===== src/hdl/dcl_consts.svh =====
// Purpose: constants for the debug control lower fields block
// Assumes: register word is 32 bits, fields live in bits 12..0
// Notes:   values are bit positions, the write mask, the reset value and trace marker nibbles
`ifndef DCL_CONSTS_SVH
`define DCL_CONSTS_SVH

`define DCL_OPC_HI       12
`define DCL_OPC_LO       11
`define DCL_UHALT_BIT    10
`define DCL_TGT_HI       9
`define DCL_TGT_LO       8
`define DCL_NOPIPE_BIT   6
`define DCL_IRQIGN_BIT   5
`define DCL_STEP_BIT     4
`define DCL_FORCE_BIT    1
`define DCL_HDIS_BIT     0
`define DCL_WR_MASK      32'h0000_1f73
`define DCL_RESET_VAL    32'h0000_0000
`define DCL_MARK_BYTE    4'h8
`define DCL_MARK_WORD    4'h9
`define DCL_MARK_LONG    4'ha
`define DCL_MARK_TGT2    4'hb
`define DCL_MARK_TGT3    4'hc

`endif


===== src/hdl/dcl_pkg.sv =====
// Purpose: types for the debug control lower fields block
// Assumes: none
// Notes:   size codes match the operand reference size
package dcl_pkg;
    typedef enum logic [1:0] {DCL_SZ_BYTE, DCL_SZ_WORD, DCL_SZ_LONG} dcl_size_e;
    typedef enum {DCL_RUN, DCL_STEP_WAIT, DCL_HALTED} dcl_core_e;
    typedef enum {DCL_TR_IDLE, DCL_TR_MARK, DCL_TR_DATA} dcl_trace_e;
endpackage

===== src/hdl/dcl_debug_ctrl.sv =====
// Purpose: lower configuration fields and their control effects
// Assumes: register written over the background debug port write strobe, read back without a strobe
// Notes:   trace path runs on clk_sys; trace_clock is a divided copy
`timescale 1ns/1ps
`include "dcl_consts.svh"
`default_nettype none
module dcl_debug_ctrl
    import dcl_pkg::*;
(
    input  wire logic        clk_sys,
    input  wire logic        rstn,
    // background debug port register access
    input  wire logic        cfg_wr,
    input  wire logic [31:0] cfg_wdata,
    output logic      [31:0] cfg_rdata,
    input  wire logic        resume_cmd,
    input  wire logic        background_debug_enable,
    // core interface
    input  wire logic        insn_done,
    input  wire logic        insn_is_halt,
    input  wire logic        supervisor,
    input  wire logic        irq_pending,
    input  wire logic        bus_xfer,
    input  wire logic        bus_write,
    input  wire logic [1:0]  bus_size,
    input  wire logic [31:0] bus_data,
    input  wire logic        branch_taken,
    input  wire logic [31:0] branch_target,
    input  wire logic        pc_bkpt_hit,
    input  wire logic        ad_bkpt_hit,
    output logic             insn_start_ok,
    output logic             halt_illegal,
    output logic             halt_exec,
    output logic             irq_take,
    output logic             bkpt_report,
    output logic             core_halted,
    output logic             dbg_mode_out,
    output logic             trace_clock,
    output logic      [3:0]  trace_data_bus,
    output logic             trace_busy
);
    logic [31:0] cfg_q;
    logic [1:0]  operand_capture_sel;
    logic [1:0]  branch_target_bytes;
    logic        user_halt_allow, no_pipeline, step_irq_ignore, single_step_en;
    logic        force_dbg_out, halt_dbg_out_disable;
    dcl_core_e   core_q;
    logic        ad_pend_q;
    logic        run_q;

    // ------------------------------------------------------------
    // register and field decode
    // ------------------------------------------------------------
    // reserved bits are masked so they always read zero
    always_ff @(posedge clk_sys) begin
        if (!rstn) begin
            cfg_q <= `DCL_RESET_VAL;
        end else if (cfg_wr) begin
            cfg_q <= cfg_wdata & `DCL_WR_MASK;
        end
    end

    assign operand_capture_sel  = cfg_q[`DCL_OPC_HI:`DCL_OPC_LO];
    assign user_halt_allow      = cfg_q[`DCL_UHALT_BIT];
    assign branch_target_bytes  = cfg_q[`DCL_TGT_HI:`DCL_TGT_LO];
    assign no_pipeline          = cfg_q[`DCL_NOPIPE_BIT];
    assign step_irq_ignore      = cfg_q[`DCL_IRQIGN_BIT];
    assign single_step_en       = cfg_q[`DCL_STEP_BIT];
    assign force_dbg_out        = cfg_q[`DCL_FORCE_BIT];
    assign halt_dbg_out_disable = cfg_q[`DCL_HDIS_BIT];
    assign cfg_rdata            = cfg_q;

    // ------------------------------------------------------------
    // halt instruction privilege
    // ------------------------------------------------------------
    // illegal opcode wins over privilege: without enable no mode may halt
    assign halt_illegal = insn_done && insn_is_halt &&
        (!background_debug_enable || (!supervisor && !user_halt_allow));
    assign halt_exec    = insn_done && insn_is_halt && !halt_illegal;

    // ------------------------------------------------------------
    // execution state: run, step, halt
    // ------------------------------------------------------------
    always_ff @(posedge clk_sys) begin
        if (!rstn) begin
            core_q <= DCL_RUN;
        end else begin
            case (core_q)
                DCL_RUN: begin
                    if (halt_exec || pc_bkpt_hit ||
                        (insn_done && single_step_en)) begin
                        core_q <= DCL_HALTED;
                    end
                end
                DCL_HALTED: begin
                    if (resume_cmd) begin
                        core_q <= single_step_en ? DCL_STEP_WAIT : DCL_RUN;
                    end
                end
                DCL_STEP_WAIT: begin
                    if (insn_done) begin
                        core_q <= single_step_en ? DCL_HALTED : DCL_RUN;
                    end
                end
                default: core_q <= DCL_RUN;
            endcase
        end
    end
    assign core_halted = (core_q == DCL_HALTED);

    // no overlap when no_pipeline is set: next instruction waits for the previous one to retire
    always_ff @(posedge clk_sys) begin
        if (!rstn) begin
            run_q <= 1'b0;
        end else if (insn_done) begin
            run_q <= 1'b0;
        end else if (insn_start_ok) begin
            run_q <= 1'b1;
        end
    end
    assign insn_start_ok = !core_halted && !pc_bkpt_hit && !ad_pend_q &&
        (!no_pipeline || !run_q);

    // pipelined mode lets the trigger slip; non-pipelined holds the next start
    always_ff @(posedge clk_sys) begin
        if (!rstn) begin
            ad_pend_q <= 1'b0;
        end else begin
            ad_pend_q <= ad_bkpt_hit && no_pipeline;
        end
    end
    assign bkpt_report = pc_bkpt_hit || ad_bkpt_hit || ad_pend_q;

    // interrupts in step mode obey the ignore bit
    assign irq_take = irq_pending && !core_halted &&
        !(single_step_en && step_irq_ignore);

    // debug mode indication to other modules
    always_ff @(posedge clk_sys) begin
        if (!rstn) begin
            dbg_mode_out <= 1'b0;
        end else begin
            dbg_mode_out <= force_dbg_out ||
                ((core_q == DCL_HALTED) && !halt_dbg_out_disable);
        end
    end

    // ------------------------------------------------------------
    // trace serialiser: marker nibble, then data low nibble first
    // ------------------------------------------------------------
    dcl_trace_e  tr_q;
    logic [31:0] tr_data_q;
    logic [3:0]  tr_cnt_q;
    logic [3:0]  tr_mark_q;
    logic        tr_div_q;
    logic        cap_op, cap_br;

    function automatic logic [3:0] size_nibbles(input logic [1:0] sz);
        case (sz)
            2'h0:    size_nibbles = 4'h2;
            2'h1:    size_nibbles = 4'h4;
            default: size_nibbles = 4'h8;
        endcase
    endfunction

    assign cap_op = bus_xfer && ((bus_write && operand_capture_sel[0]) ||
        (!bus_write && operand_capture_sel[1]));
    assign cap_br = branch_taken && (branch_target_bytes != 2'h0);

    // one nibble per trace clock period (two system cycles); busy drops new events
    always_ff @(posedge clk_sys) begin
        if (!rstn) begin
            tr_div_q <= 1'b0;
        end else begin
            tr_div_q <= !tr_div_q;
        end
    end
    assign trace_clock = tr_div_q;

    always_ff @(posedge clk_sys) begin
        if (!rstn) begin
            tr_q           <= DCL_TR_IDLE;
            tr_data_q      <= 32'h0000_0000;
            tr_cnt_q       <= 4'h0;
            tr_mark_q      <= 4'h0;
            trace_data_bus <= 4'h0;
        end else if (tr_div_q) begin
            case (tr_q)
                DCL_TR_IDLE: begin
                    trace_data_bus <= 4'h0;
                    if (cap_op) begin
                        tr_data_q <= bus_data;
                        tr_cnt_q  <= size_nibbles(bus_size);
                        tr_mark_q <= (bus_size == 2'h0) ? `DCL_MARK_BYTE :
                                     (bus_size == 2'h1) ? `DCL_MARK_WORD : `DCL_MARK_LONG;
                        tr_q      <= DCL_TR_MARK;
                    end else if (cap_br) begin
                        tr_data_q <= branch_target;
                        tr_cnt_q  <= branch_target_bytes[1] ? 4'h6 : 4'h4;
                        tr_mark_q <= branch_target_bytes[1] ? `DCL_MARK_TGT3 : `DCL_MARK_TGT2;
                        tr_q      <= DCL_TR_MARK;
                    end
                end
                DCL_TR_MARK: begin
                    trace_data_bus <= tr_mark_q;
                    tr_q           <= DCL_TR_DATA;
                end
                DCL_TR_DATA: begin
                    trace_data_bus <= tr_data_q[3:0];
                    tr_data_q      <= {4'h0, tr_data_q[31:4]};
                    tr_cnt_q       <= tr_cnt_q - 4'h1;
                    if (tr_cnt_q == 4'h1) begin
                        tr_q <= DCL_TR_IDLE;
                    end
                end
                default: tr_q <= DCL_TR_IDLE;
            endcase
        end
    end
    assign trace_busy = (tr_q != DCL_TR_IDLE);

    // ------------------------------------------------------------
    // checks
    // ------------------------------------------------------------
    a_dbg_out_eq: assert property (@(posedge clk_sys) disable iff (!rstn)
        ##1 dbg_mode_out == ($past(force_dbg_out) ||
            ($past(core_halted) && !$past(halt_dbg_out_disable))))
        else $error("debug indication mismatch");
    a_force_dbg: assert property (@(posedge clk_sys) disable iff (!rstn)
        force_dbg_out |=> dbg_mode_out) else $error("force not shown");
    a_halt_dis: assert property (@(posedge clk_sys) disable iff (!rstn)
        (!force_dbg_out && halt_dbg_out_disable) |=> !dbg_mode_out)
        else $error("halt disable ignored");
    a_halt_noen: assert property (@(posedge clk_sys) disable iff (!rstn)
        (insn_done && insn_is_halt && !background_debug_enable) |-> halt_illegal)
        else $error("halt without enable");
    a_halt_user: assert property (@(posedge clk_sys) disable iff (!rstn)
        (insn_done && insn_is_halt && !supervisor && !user_halt_allow) |-> !halt_exec)
        else $error("user halt allowed");
    a_step_halt: assert property (@(posedge clk_sys) disable iff (!rstn)
        (core_q == DCL_STEP_WAIT && insn_done && single_step_en) |=> core_halted)
        else $error("step did not halt");
    a_pc_bkpt: assert property (@(posedge clk_sys) disable iff (!rstn)
        pc_bkpt_hit |-> (bkpt_report && !insn_start_ok)) else $error("pc bkpt late");
    a_nopipe_prec: assert property (@(posedge clk_sys) disable iff (!rstn)
        (ad_bkpt_hit && no_pipeline) |=> !insn_start_ok) else $error("imprecise");
    a_nopipe_overlap: assert property (@(posedge clk_sys) disable iff (!rstn)
        (no_pipeline && run_q && !insn_done) |-> !insn_start_ok)
        else $error("overlap without pipeline");
    a_irq_ign: assert property (@(posedge clk_sys) disable iff (!rstn)
        (single_step_en && step_irq_ignore) |-> !irq_take) else $error("irq taken");
    a_no_capture: assert property (@(posedge clk_sys) disable iff (!rstn)
        (operand_capture_sel == 2'h0) |-> !cap_op) else $error("capture off");
    a_mark_first: assert property (@(posedge clk_sys) disable iff (!rstn)
        (tr_div_q && tr_q == DCL_TR_MARK) |=> trace_data_bus == $past(tr_mark_q))
        else $error("marker missing");
    a_target_off: assert property (@(posedge clk_sys) disable iff (!rstn)
        (branch_target_bytes == 2'h0) |-> !cap_br) else $error("target traced");

    c_step: cover property (@(posedge clk_sys) core_q == DCL_STEP_WAIT ##[1:20] core_halted);
    c_trace: cover property (@(posedge clk_sys) tr_q == DCL_TR_MARK ##[1:4] tr_q == DCL_TR_DATA);
    c_halt: cover property (@(posedge clk_sys) halt_exec);
    c_force: cover property (@(posedge clk_sys) dbg_mode_out && !core_halted);
endmodule
`default_nettype wire


===== config.mk =====
export PLATFORM = sky130hd
export DESIGN_NAME = dcl_debug_ctrl
export DESIGN_NICKNAME = d
export VERILOG_FILES = /design/src/hdl/dcl_pkg.sv /design/src/hdl/dcl_debug_ctrl.sv
export VERILOG_INCLUDE_DIRS = /design/src /design/src/hdl
export SDC_FILE = /design/constraint.sdc
export NUM_CORES = 1
export LEC_CHECK = 0
export BUFFER_PORTS_ARGS = -buffer_cell sky130_fd_sc_hd__buf_2
export CORE_ASPECT_RATIO = 1.1
export CORE_MARGIN = 2
export CORE_UTILIZATION = 47
export CTS_CLUSTER_SIZE = 10
export DETAILED_ROUTE_END_ITERATION = 16
export GPL_TIMING_DRIVEN = 0
export PLACE_DENSITY = 0.81
export SETUP_SLACK_MARGIN = 0.2
export SLEW_MARGIN = 25
export SYNTH_ARGS = -nofsm -noshare
export SYNTH_HDL_FRONTEND = slang
export SYNTH_SLANG_ARGS = --single-unit

===== constraint.sdc =====
create_clock -name clk_sys -period 2.42 [get_ports clk_sys]
set_input_delay 0.242 -clock clk_sys [delete_from_list [all_inputs] [get_ports clk_sys]]
set_output_delay 0.242 -clock clk_sys [all_outputs]
set_load 0.02 [all_outputs]

### After elaboration in Yosys (flattened, before gate mapping)

Index checks and enable logic that the tools add are counted.

* register bits: 122
* input bits: 112
* output and inout bits: 45
* word-level logic and storage cells: 101

* $add $sub $neg: 1
* equality and inequality tests: 12
* mux-type cells: 24
* bitwise logic cells: 1
* reduce and logical (&&, ||, !) cells: 52

Operators by type and width (count)
* 32-bit two-way mux: 8
* 32-bit case mux with 3 select lines: 2
* 32-bit by 1-bit == test with 1-bit output, second input constant: 2
* 32-bit by 2-bit == test with 1-bit output, second input constant: 2
* 32-bit logical NOT: 2
* 32-bit case mux with 2 select lines: 1
* 32-bit by 3-bit == test with 1-bit output, second input constant: 1
* 32-bit nonzero test: 1
* 1-bit logical AND: 17
* 4-bit two-way mux: 4
* 4-bit case mux with 2 select lines: 2
* 1-bit logical NOT: 13
* 4-bit case mux with 3 select lines: 1
* 3-bit AND reduction: 4
* 1-bit logical OR: 8
* 2-bit two-way mux: 4
* 2-bit != test, second input constant: 4
* 2-bit nonzero test: 3
* 4-bit by 1-bit == test with 1-bit output, second input constant: 1
* 4-bit by 1-bit subtractor with 4-bit output, second input constant: 1
* 3-bit two-way mux: 1
* 3-bit != test, second input constant: 1
* 3-bit nonzero test: 1
* 2-bit by 1-bit == test with 1-bit output, second input constant: 1
* 5 further kinds: 5

### Depth between registers and ports, before layout

Gate-level depths: netlist of the first run.

* depth after elaboration: 10
* gate-level depth with buffers: 7
* depth with buffers taken out: 6

### Worst setup path before layout of the first run

Ideal clock, no wire load.

* path type: register to register
* start: reg tr_q[0]
* end: reg tr_data_q[10]
* library setup time: 0.117 ns
* arrival: 1.615 ns
* required time: 2.303 ns
* slack: 0.688 ns
* cell stages (with the launch flop): 7
* path buffers: 1
* clock period less this slack: 1.732 ns
* cell sequence: dfxtp_1 > inv_1 > ha_1 > o21ai_0 > nor3_4 > buf_6 > a32o_1

* cells in the longest elaborated chain, start to end: 3
* elaborated cells between the ends (all ways): 6
* classes of those cells: 2 x eq/ne; 1 x mux; 3 x reduce/logical

RTL lines
* from (decl): line dcl_debug_ctrl.sv:151 `dcl_trace_e tr_q;`
* from (signal assigned): line dcl_debug_ctrl.sv:182 `tr_q <= DCL_TR_IDLE;`
* from (signal assigned): line dcl_debug_ctrl.sv:196 `tr_q <= DCL_TR_MARK;`
* from (signal assigned): line dcl_debug_ctrl.sv:201 `tr_q <= DCL_TR_MARK;`
* 32-bit logical NOT or 32-bit by 2-bit == test with 1-bit output (tied branches): line dcl_debug_ctrl.sv:188 `case (tr_q)`
* 3-bit != test (no source line) or 2-bit nonzero test (tied branches)
* 3-bit AND reduction (no source line)
* to (signal assigned): line dcl_debug_ctrl.sv:192 `tr_data_q <= bus_data;`
* to (signal assigned): line dcl_debug_ctrl.sv:198 `tr_data_q <= branch_target;`
* to (signal assigned): line dcl_debug_ctrl.sv:210 `tr_data_q <= {4'h0, tr_data_q[31:4]};`
* to (decl): line dcl_debug_ctrl.sv:152 `logic [31:0] tr_data_q;`

Parallel ways exist; a longest one is shown, timed or not.
A chain may end at the register's enable or synchronous reset.

### Worst setup path after layout of the first run

* start: reg tr_q[0]
* end: reg tr_data_q[26]

Same word-level chain as after synthesis.

==> metrics, run 1 <==
Post-CTS Setup Inserts=0; Avg Synthesized Cell Area=about 8.4 sq um; post-synthesis async set-or-reset flop share=0; I/O Buffers=111; DRC=0; Initial Utilization=0.4826; Final setup violation count=0; area delta synth->final=27.24%; synthesized instance count=400; status=completed; worst slew pin tran=just over 700 ps; Seq/Total Area, Yosys=0.3692; slew margin rel.=0.5309; cts hold-fix bufs=0; WP data required=2650 ps; FF+latch count, synth=slightly above 60; Int Pwr=around 1.7 mW; layout cell share with drive strength beyond 1=0.2998; post-CTS resize count=0; Critical Path Source Type=flop; count of final hold-check violations=0; Max FO, Critical Path=10; pins over their slew limit=0; Post-synth top flop=dfxtp_1; final worst path period need=~2000 ps; CTS Buf Count=9; non-filler cells in the finished layout=~630; dpl cells=just over 600; Post-DRT Antenna Nets=0; share of power burned in registers=0.465; first drt pass iteration count=4; Comb pwr share=0.197; DR vias/cell=around 5.4; Yosys cell types=between 40 and 50; worst path cell trace=inv_1 -> ha_1 -> buf_2 -> clkinv_1 -> clkbuf_1 -> nand3_1 -> a32o_1; Max Freq=492.9 MHz; clock share of power=0.338; cell area after synthesis=~3400 sq um; CTS max path bufs=2; Total Wirelength=~8600 microns; WP data arrival=roughly 2300 ps; switching share of total power=0.2897; core box area=6967 sq um; CTS Sinks=between 60 and 70; largest net degree at the start of global routing=11; CTS tree=yes; largest stage delay on the critical path=roughly 420 ps; GRT Residual Overflow=0; GRT Overall Usage=0.2197; # H-tree levels=3; standard-cell row count=32; post-layout util=0.6140; switching power=between 600 and 700 uW; crit end category=flop; GP Congestion=approximately 0.86; initial antenna violation count=0; CP delay by family, top=buffers and inverters; max-cap viol count=0; CP Buf/Inv Count=4; fin nets=roughly 660; Layout fillers=640; critical path class=flop to flop; number of flops mapped to enable cells by yosys=0; clock latency on the worst-skew pair=between 300 and 400 ps; Pwr per Cell Area=between 500 and 600 nW/um^2; diode count=0; DRC marker count from the first detailed-route iteration=a little under 200; number of global-route vias before repair=3098; Hold WC Path Type=input pin to flop; Ys Warns=0; num ports=~160; Routed wire per std cell=13.59 microns; first-pass GRT wire length=14010 microns; HPWL Detailed=6611 microns; Setup Skew=about 5.5 ps; Leak Pwr=~1.9 nW; overall die width=roughly 85 microns; part of the cycle the worst path needs=0.8383; Root Driver=clkbuf_8; die area=approximately 7800 sq um; setup TNS=0 ps; die height=~90 microns; peak supply drop=roughly 0.35 mV; clock-pin slew on the worst setup and hold paths=~70 ps; RSZ-0062 raised after global routing=no; Vias=3384; CP max stage cell=dfxtp_1
-- logic make-up (layout without fill, tap and decap cells) --
kind of cell	Yosys count	in the layout	synth area share
other	1	22	0.001115
buffers and inverters	61	187	0.09974
and+or+nand+nor	144	144	0.2173
adders and majority gates	8	8	0.02977
AOI/OAI and AO/OA	105	105	0.2248
muxes	19	19	0.05806
DFF	62	62	0.3692
-- worst register-to-register path: cells and delay by family (launching register included) --
family	cells	cell delay (ps)
AOI/OAI and AO/OA	1	270
adders and majority gates	1	270
buffers and inverters	4	810
DFF	1	420
and+or+nand+nor	1	160
-- power groups by stage --
| stage | logic [mW] | registers [mW] | clock network (mW) |
|---|---|---|---|
| 2_1_floorplan | 0.298 | 1.13 | 0 |
| 3_3_place_gp | 0.453 | 1.12 | 0 |
| 3_5_place_dp | 0.463 | 1.13 | 0 |
| 4_1_cts | 0.465 | 1.10 | 0.817 |
| 5_1_grt | 0.515 | 1.11 | 0.867 |
| 6_report | 0.467 | 1.10 | 0.802 |
-- final timing paths --
kind,startpoint,endpoint,cells after the start,slack [ps]
worst max-delay path,tr_q[0]$_SDFFE_PN0P_,tr_data_q[26]$_SDFFE_PN0P_,7,390
worst min-delay path,insn_done,run_q$_SDFFE_PP0P_,2,130
worst max register to register,tr_q[0]$_SDFFE_PN0P_,tr_data_q[26]$_SDFFE_PN0P_,7,390
worst min register to register,tr_data_q[30]$_SDFFE_PN0P_,tr_data_q[30]$_SDFFE_PN0P_,1,460
-- Yosys cell counts (8+ instances only) --
library cell | count | area, sq um
nor2_1 | 32 | 120.1
buf_4 | 22 | 165.2
nand3_1 | 59 | 295.3
ha_1 | 8 | 100.1
clkbuf_1 | 18 | 67.56
o21ai_0 | 38 | 190.2
nand2b_1 | 31 | 193.9
nand2_1 | 10 | 37.54
mux2i_1 | 17 | 170.2
inv_1 | 8 | 30.03
dfxtp_1 | 62 | 1241
a32o_1 | 28 | 280.3
a21oi_1 | 12 | 60.06
-- cells in the final DEF, fill, tap and decap left out, drive strengths merged, types with 4 or more instances in the layout --
cell and instances:
o21ai 39, a22o 4, inv 9, nand2b 31, a22oi 4, nand3 59
clkinv 5, conb 22, dfxtp 62, o2bb2ai 4, a21oi 12, mux2i 18
nand2 10, nor2 33, clkbuf 29, buf 143, ha 8, a32o 28
-- layer usage --
metal / vias to the layer above / global-route usage / part of all wire
li1: 1697 / - / -
met1: 1576 / 0.2684 / 0.43
met2: 107 / 0.3845 / 0.50
met3: 4 / 0.04991 / 0.063
met4: 0 / 0.06481 / 0.0079
met5: - / 0 / 0
-- flip-flops by register name, summed over array words and instances (netlist names) --
register	flops
tr_data_q	32
trace_data_bus	4
tr_q	2
trace_clock	1
dbg_mode_out	1
tr_mark_q	4
run_q	1
cfg_rdata	10
ad_pend_q	1
tr_cnt_q	4
core_q	2
-- stage by stage --
step | hold slack, ps | setup WS, ps | total power [mW] | cell area, sq um
2_1_floorplan | 321.3 | 688.0 | 1.429 | 3441
3_3_place_gp | 438.0 | 412.5 | 1.577 | 4103
3_5_place_dp | 443.9 | 337.5 | 1.589 | 4103
4_1_cts | 109.1 | 338.5 | 2.386 | 4277
5_1_grt | 125.4 | 253.0 | 2.491 | 4278
6_report | 125.0 | 391.4 | 2.374 | 4278
-- final cells by class --
type | instances | area (sq um) | share of cell area
multi-input combinational | 298 | 1864 | 0.4358
sequential | 62 | 1241 | 0.2901
timing repair buffer | 111 | 555.5 | 0.1299
buffer | 50 | 295.3 | 0.06903
clock buffer | 11 | 151.4 | 0.03539
tap | 85 | 106.4 | 0.02486
inverter | 11 | 41.29 | 0.009652
clock inverter | 4 | 22.52 | 0.005265
No activity file was read; power rests on OpenSTA's default activity.
==> run 2, diff against run 1 <==
==> constraint.sdc (replaced) <==
create_clock -name clk_sys -period 2.1 [get_ports clk_sys]
set_input_delay 0.21 -clock clk_sys [delete_from_list [all_inputs] [get_ports clk_sys]]
set_output_delay 0.21 -clock clk_sys [all_outputs]
set_load 0.02 [all_outputs]
==> run 2 against run 1 <==
  * Core utilization rose by 0.90 points
  * Critical endpoint is now tr_cnt_q[3]$_SDFFE_PN0P_
  * Cell count rose by 0.47%
  * Routed wire length rose by 1.1%
  * Die area did not move
  * Register-to-register slack got worse by 110 ps
  * Total power rose by 16%
  * Flip-flop and latch count did not move
  * Sequential share of layout area fell by 0.39 points
  * Fmax rose by 12%
==> metrics, run 2 (synthesized netlist as in run 1, its figures left out) <==
final worst path period need=1817 ps (-211.2 ps); Total Wirelength=8683 microns (+1.1%); GP Congestion=0.8557 (unchanged); CP Buf/Inv Count=4 (unchanged); clock-pin slew on the worst setup and hold paths=60 ps (about the same); fin nets=666 (+0.45%); register-to-register setup slack=280 ps (-110 ps); worst hold endpoint=run_q$_SDFFE_PP0P_; Hold Path Stages=2 (unchanged); peak supply drop=0.4013 mV (+16%); HPWL Detailed=6611 microns (unchanged); CTS max path bufs=2 (unchanged); WP data required=2300 ps (-350 ps); pins over their slew limit=0 (unchanged); Highest Signal Layer=met4; first-pass GRT wire length=14150 microns (+0.99%); Pwr per Cell Area=634.6 nW/um^2 (+14%); worst slew pin tran=694.6 ps (-9.114 ps); DR WL met2=4335 microns (+1.8%); CP max stage cell=dfxtp_2; WL met1=3702 microns (-0.59%); Root Driver=clkbuf_8; count of final hold-check violations=0 (unchanged); RSZ-0062 raised after global routing=yes; largest register by flop count=tr_data_q; commonest non-fill, non-tap cell in the layout=buf_2; GRT Residual Overflow=0 (unchanged); Initial Utilization=0.4826 (unchanged); diode count=0 (unchanged); crit end category=flop; most frequent cells in the layout=buf_2 (115), dfxtp_1 (61), nand3_1 (59), o21ai_0 (37), nor2_1 (32); Max Freq=550.2 MHz (+12%); # H-tree levels=3 (unchanged); max reg flops=32 (unchanged); number of global-route vias before repair=3135 (+1.2%); cell area after layout=4340 sq um (+1.5%); Critical Path Source Type=flop; DRC=0 (unchanged); die height=92.71 microns (unchanged); clock latency on the worst-skew pair=330 ps (about the same); Post-DRT Antenna Nets=0 (unchanged); num ports=157 (unchanged); CTS Sinks=62 (unchanged); cts hold-fix bufs=0 (unchanged); setup TNS=0 ps (unchanged); DP Area=4103 sq um (unchanged); HP Start=insn_done; critical path class=flop to flop; Total Power=2.754 mW (+16%); WP data arrival=2020 ps (-240 ps); die area=7847 sq um (unchanged); area taken by multi-input logic gates=1881 sq um (+0.87%); status=completed; CTS Buf Count=9 (unchanged); Layout fillers=636 (-0.63%); core box area=6967 sq um (unchanged); CP delay by family, top=buffers and inverters; Routed wire per std cell=13.67 microns (+0.58%); part of the cycle the worst path needs=0.8654 (+0.02716); slew margin rel.=0.5369 (+0.006076); depth of the most critical reg-to-reg path=7 (unchanged); max-cap viol count=0 (unchanged); largest stage delay on the critical path=350 ps (-70 ps); R2R Path Start=tr_q[0]$_SDFFE_PN0P_; Final setup violation count=0 (unchanged); worst path cell trace=inv_1 -> ha_1 -> buf_2 -> clkinv_1 -> clkbuf_4 -> a32oi_1 -> o31ai_1; GRT Overall Usage=0.2218 (+0.002057); R2R Path End=tr_cnt_q[3]$_SDFFE_PN0P_; largest net degree at the start of global routing=11 (unchanged); standard-cell row count=32 (unchanged); first drt pass iteration count=5 (+1); Max FO, Critical Path=10 (unchanged); met3 WL=554 microns (+2.6%); Reg area=1242 sq um (+0.10%); initial antenna violation count=0 (unchanged); overall die width=84.64 microns (unchanged); layout cell share with drive strength beyond 1=0.3200 (+0.02018); area delta synth->final=29.10%; Vias=3392 (+0.24%); Setup Skew=5.510 ps (+0.01335 ps); DR vias/cell=5.342 (-0.24%); I/O Buffers=111 (unchanged); Leak Pwr=1.938 nW (+1.8%); DRC marker count from the first detailed-route iteration=167 (-16%); Hold WC Path Type=input pin to flop; CTS tree=yes
run 2: report_power, final:
part,switching (mW),internal (mW)
logic,0.311,0.239
clock network,0.451,0.479
registers,0.0410,1.23
run 2: worst register-to-register path: stages, from the launching register on:
cell      delay [ps]
dfxtp_2          350
inv_1            110
ha_1             270
buf_2            250
clkinv_1         200
clkbuf_4         240
a32oi_1          200
o31ai_1           80
run 2: area by class of cell:
| class | count | share of cell area |
|---|---|---|
| clock inverters | 4 | 0.005189 |
| repair buffers | 114 | 0.1332 |
| well taps | 85 | 0.02450 |
| multi-input cells | 298 | 0.4333 |
| flip-flops and latches | 62 | 0.2862 |
| inverters | 11 | 0.009513 |
| plain buffers | 50 | 0.07322 |
| clock buffers | 11 | 0.03488 |
run 2: layer usage:
layer,vias to the layer above,global-route usage
met3,9,0.05080
met5,-,0
li1,1709,-
met1,1552,0.2701
met2,122,0.3871
met4,0,0.06878
run 2: worst max-delay path by stage:
stage | start | to | slack (ps) | cells past startpoint
6_report | tr_q[0]$_SDFFE_PN0P_ | tr_cnt_q[3]$_SDFFE_PN0P_ | 280 | 7
4_1_cts | tr_q[0]$_SDFFE_PN0P_ | tr_data_q[10]$_SDFFE_PN0P_ | 200 | 7
2_1_floorplan | tr_q[0]$_SDFFE_PN0P_ | tr_data_q[10]$_SDFFE_PN0P_ | 370 | 6
5_1_grt | tr_q[0]$_SDFFE_PN0P_ | tr_cnt_q[3]$_SDFFE_PN0P_ | 190 | 7
3_3_place_gp | tr_q[0]$_SDFFE_PN0P_ | tr_data_q[3]$_SDFFE_PN0P_ | 90 | 7
3_5_place_dp | tr_q[0]$_SDFFE_PN0P_ | tr_data_q[0]$_SDFFE_PN0P_ | 20 | 7
run 2: repair_timing:
item / CTS / global route
resized for setup: 7 / 15
setup buffers: 3 / 0
gates cloned: 0 / 0
pin swaps: 0 / 1
setup endpoints to repair: 34 / 36
run 2: metrics by stage:
stage	hold slack (ps)	util	worst slack (ps)	cells
3_5_place_dp	432.2	0.5889	17.51	617
3_3_place_gp	431.8	0.5889	92.45	617
4_1_cts	77.06	0.6193	199.3	635
2_1_floorplan	289.3	-	368.0	421
5_1_grt	93.44	0.6230	185.8	635
6_report	93.98	0.6230	282.6	635
==> run 3, diff against run 2 <==
--- a/config.mk
+++ b/config.mk
@@ -9,11 +9,12 @@
 export BUFFER_PORTS_ARGS = -buffer_cell sky130_fd_sc_hd__buf_2
 export CORE_ASPECT_RATIO = 1.1
 export CORE_MARGIN = 2
-export CORE_UTILIZATION = 47
+export CORE_UTILIZATION = 51
 export CTS_CLUSTER_SIZE = 10
 export DETAILED_ROUTE_END_ITERATION = 16
 export GPL_TIMING_DRIVEN = 0
-export PLACE_DENSITY = 0.81
+export HOLD_SLACK_MARGIN = 0.15
+export PLACE_DENSITY = 0.86
 export SETUP_SLACK_MARGIN = 0.2
 export SLEW_MARGIN = 25
 export SYNTH_ARGS = -nofsm -noshare
==> constraint.sdc (replaced) <==
create_clock -name clk_sys -period 2.3 [get_ports clk_sys]
set_input_delay 0.23 -clock clk_sys [delete_from_list [all_inputs] [get_ports clk_sys]]
set_output_delay 0.23 -clock clk_sys [all_outputs]
set_load 0.02 [all_outputs]
==> run 3 against run 2 <==
  * Cell area increased by 2.3%
  * Critical path depth did not move
  * Sequential share of layout area fell by 0.67 points
  * Via count grew 3.3%
  * Clock-buffer cell count grew 1
  * Non-clock buffer count grew 8
  * Cell count up 0.94%
  * Combinational power shrank 6.4%
  * Largest power group unchanged
  * Critical endpoint is now tr_data_q[3]$_SDFFE_PN0P_
  * Fmax decreased by 5.8%
  * Clock power up 13%
  * Die area is 7.5% lower
  * Hold slack improved by 60 ps
==> metrics, run 3 (synthesized netlist as in run 1, its figures left out) <==
layout cell share with drive strength beyond 1=0.3005 (-0.01946); max-cap viol count=0 (unchanged); slew margin rel.=0.4943 (-0.04262); clock-pin slew on the worst setup and hold paths=70 ps (about the same); Setup Skew=6.420 ps (+0.9097 ps); area taken by multi-input logic gates=1874 sq um (-0.33%); crit end category=flop; peak supply drop=0.4274 mV (+6.5%); GRT Overall Usage=0.2636 (+0.04182); # H-tree levels=3 (unchanged); fin nets=674 (+1.2%); Hold WC Path Type=input pin to flop; first-pass GRT wire length=14660 microns (+3.6%); die height=89.16 microns (-3.8%); Final setup violation count=0 (unchanged); standard-cell row count=31 (-3.1%); diode count=0 (unchanged); Total Wirelength=9070 microns (+4.5%); Max FO, Critical Path=10 (unchanged); Vias=3505 (+3.3%); register-to-register setup slack=370 ps (+90 ps); status=completed; DRC=0 (unchanged); I/O Buffers=111 (unchanged); Layout fillers=539 (-15%); most frequent cells in the layout=buf_2 (118), dfxtp_1 (62), nand3_1 (59), o21ai_0 (37), nor2_1 (32); num ports=157 (unchanged); critical path class=flop to flop; Hold Path Stages=3 (+1); commonest non-fill, non-tap cell in the layout=buf_2; HPWL Detailed=6649 microns (+0.57%); RSZ-0062 raised after global routing=no; largest net degree at the start of global routing=11 (unchanged); Critical Path Source Type=flop; WP data arrival=2160 ps (+140 ps); part of the cycle the worst path needs=0.8387 (-0.02672); count of final hold-check violations=0 (unchanged); largest register by flop count=tr_data_q; depth of the most critical reg-to-reg path=7 (unchanged); die area=7259 sq um (-7.5%); CTS tree=yes; clock latency on the worst-skew pair=340 ps (about the same); first drt pass iteration count=5 (unchanged); worst slew pin tran=758.5 ps (+63.93 ps); R2R Path Start=tr_q[0]$_SDFFE_PN0P_; CTS Sinks=62 (unchanged); GRT Residual Overflow=0 (unchanged); number of global-route vias before repair=3172 (+1.2%); Post-DRT Antenna Nets=0 (unchanged); WHS=153.9 ps (+59.93 ps); area delta synth->final=32.04%; Root Driver=clkbuf_8; overall die width=81.42 microns (-3.8%); DR vias/cell=5.468 (+2.4%); Pwr per Cell Area=615.1 nW/um^2 (-3.1%); core box area=6477 sq um (-7.0%); Routed wire per std cell=14.15 microns (+3.5%); final worst path period need=1929 ps (+111.6 ps); HP Start=branch_target[30]; CTS Buf Count=9 (unchanged); CTS max path bufs=2 (unchanged); Initial Utilization=0.5190 (+0.03645); worst hold endpoint=tr_data_q[30]$_SDFFE_PN0P_; max reg flops=32 (unchanged); R2R Path End=tr_data_q[3]$_SDFFE_PN0P_; pins over their slew limit=0 (unchanged); WP data required=2530 ps (+230 ps); initial antenna violation count=0 (unchanged); Reg area=1241 sq um (-0.10%); DRC marker count from the first detailed-route iteration=258 (+54%); Leak Pwr=1.980 nW (+2.1%); setup TNS=0 ps (unchanged); Max Freq=518.4 MHz (-5.8%); GP Congestion=0.8740 (+2.1%)
[run 3: cell count changes in the layout (fill, tap and decap cells not counted), sizes merged]
cell and change:
clkinvlp -1, dlygate4sd3 +11, bufinv +2, clkinv -1, clkbuf -2
[run 3: what timing repair did]
action                     4_1_cts  5_1_grt
resized for setup                0       10
hold buffers                    11        0
setup endpoints to repair        0       34
buffers inserted                 0        0
hold endpoints to repair        11        0
[run 3: through the flow]
step	area [sq um]	total power [mW]	utilization	std cells	setup slack [ps]
after global routing	4439	2.852	0.6853	641	210.9
after floorplan	3441	1.504	-	421	568.0
after global placement	4099	1.658	0.6328	614	313.1
after CTS	4424	2.718	0.6830	641	234.3
final	4439	2.730	0.6853	641	371.0
after detailed placement	4099	1.672	0.6328	614	243.7
[run 3: metal layers]
metal	GRT usage	wire, microns	vias to the layer above
li1	-	-	1720
met2	0.4627	4445	165
met1	0.3080	3706	1592
met4	0.1294	256	0
met5	0	0	-
met3	0.04747	661	28
[run 3: power by group]
part           internal, mW  total [mW]  switching [mW]  leakage, nW
Combinational         0.225       0.515           0.290         1.36
Sequential             1.13        1.16          0.0377        0.505
Clock                 0.637        1.05           0.415        0.110
[run 3: how the worst max path moves through the flow]
stage / startpoint / end / slack [ps]
CTS: tr_q[0]$_SDFFE_PN0P_ / tr_data_q[3]$_SDFFE_PN0P_ / 230
floorplan: tr_q[0]$_SDFFE_PN0P_ / tr_data_q[10]$_SDFFE_PN0P_ / 570
finish: tr_q[0]$_SDFFE_PN0P_ / tr_data_q[3]$_SDFFE_PN0P_ / 370
detailed placement: tr_q[0]$_SDFFE_PN0P_ / tr_data_q[3]$_SDFFE_PN0P_ / 240
global placement: tr_q[0]$_SDFFE_PN0P_ / tr_data_q[3]$_SDFFE_PN0P_ / 310
global route: tr_q[0]$_SDFFE_PN0P_ / tr_data_q[17]$_SDFFE_PN0P_ / 210
[run 3: cell type report]
cell class                 instances  area share
sequential                        62      0.2796
clock inverter                     4     0.01578
inverter                          11    0.009301
buffer                            50     0.06736
clock buffer                      12     0.03269
timing repair buffer             122      0.1499
multi-input combinational        298      0.4222
tap                               82     0.02311
[run 3: critical path, stage by stage, from the launching register on]
cell and delay, ps:
dfxtp_1 410, inv_1 110, ha_1 270, buf_2 200, clkinv_1 140, clkbuf_2 260, nand3_1 140, a32o_1 270
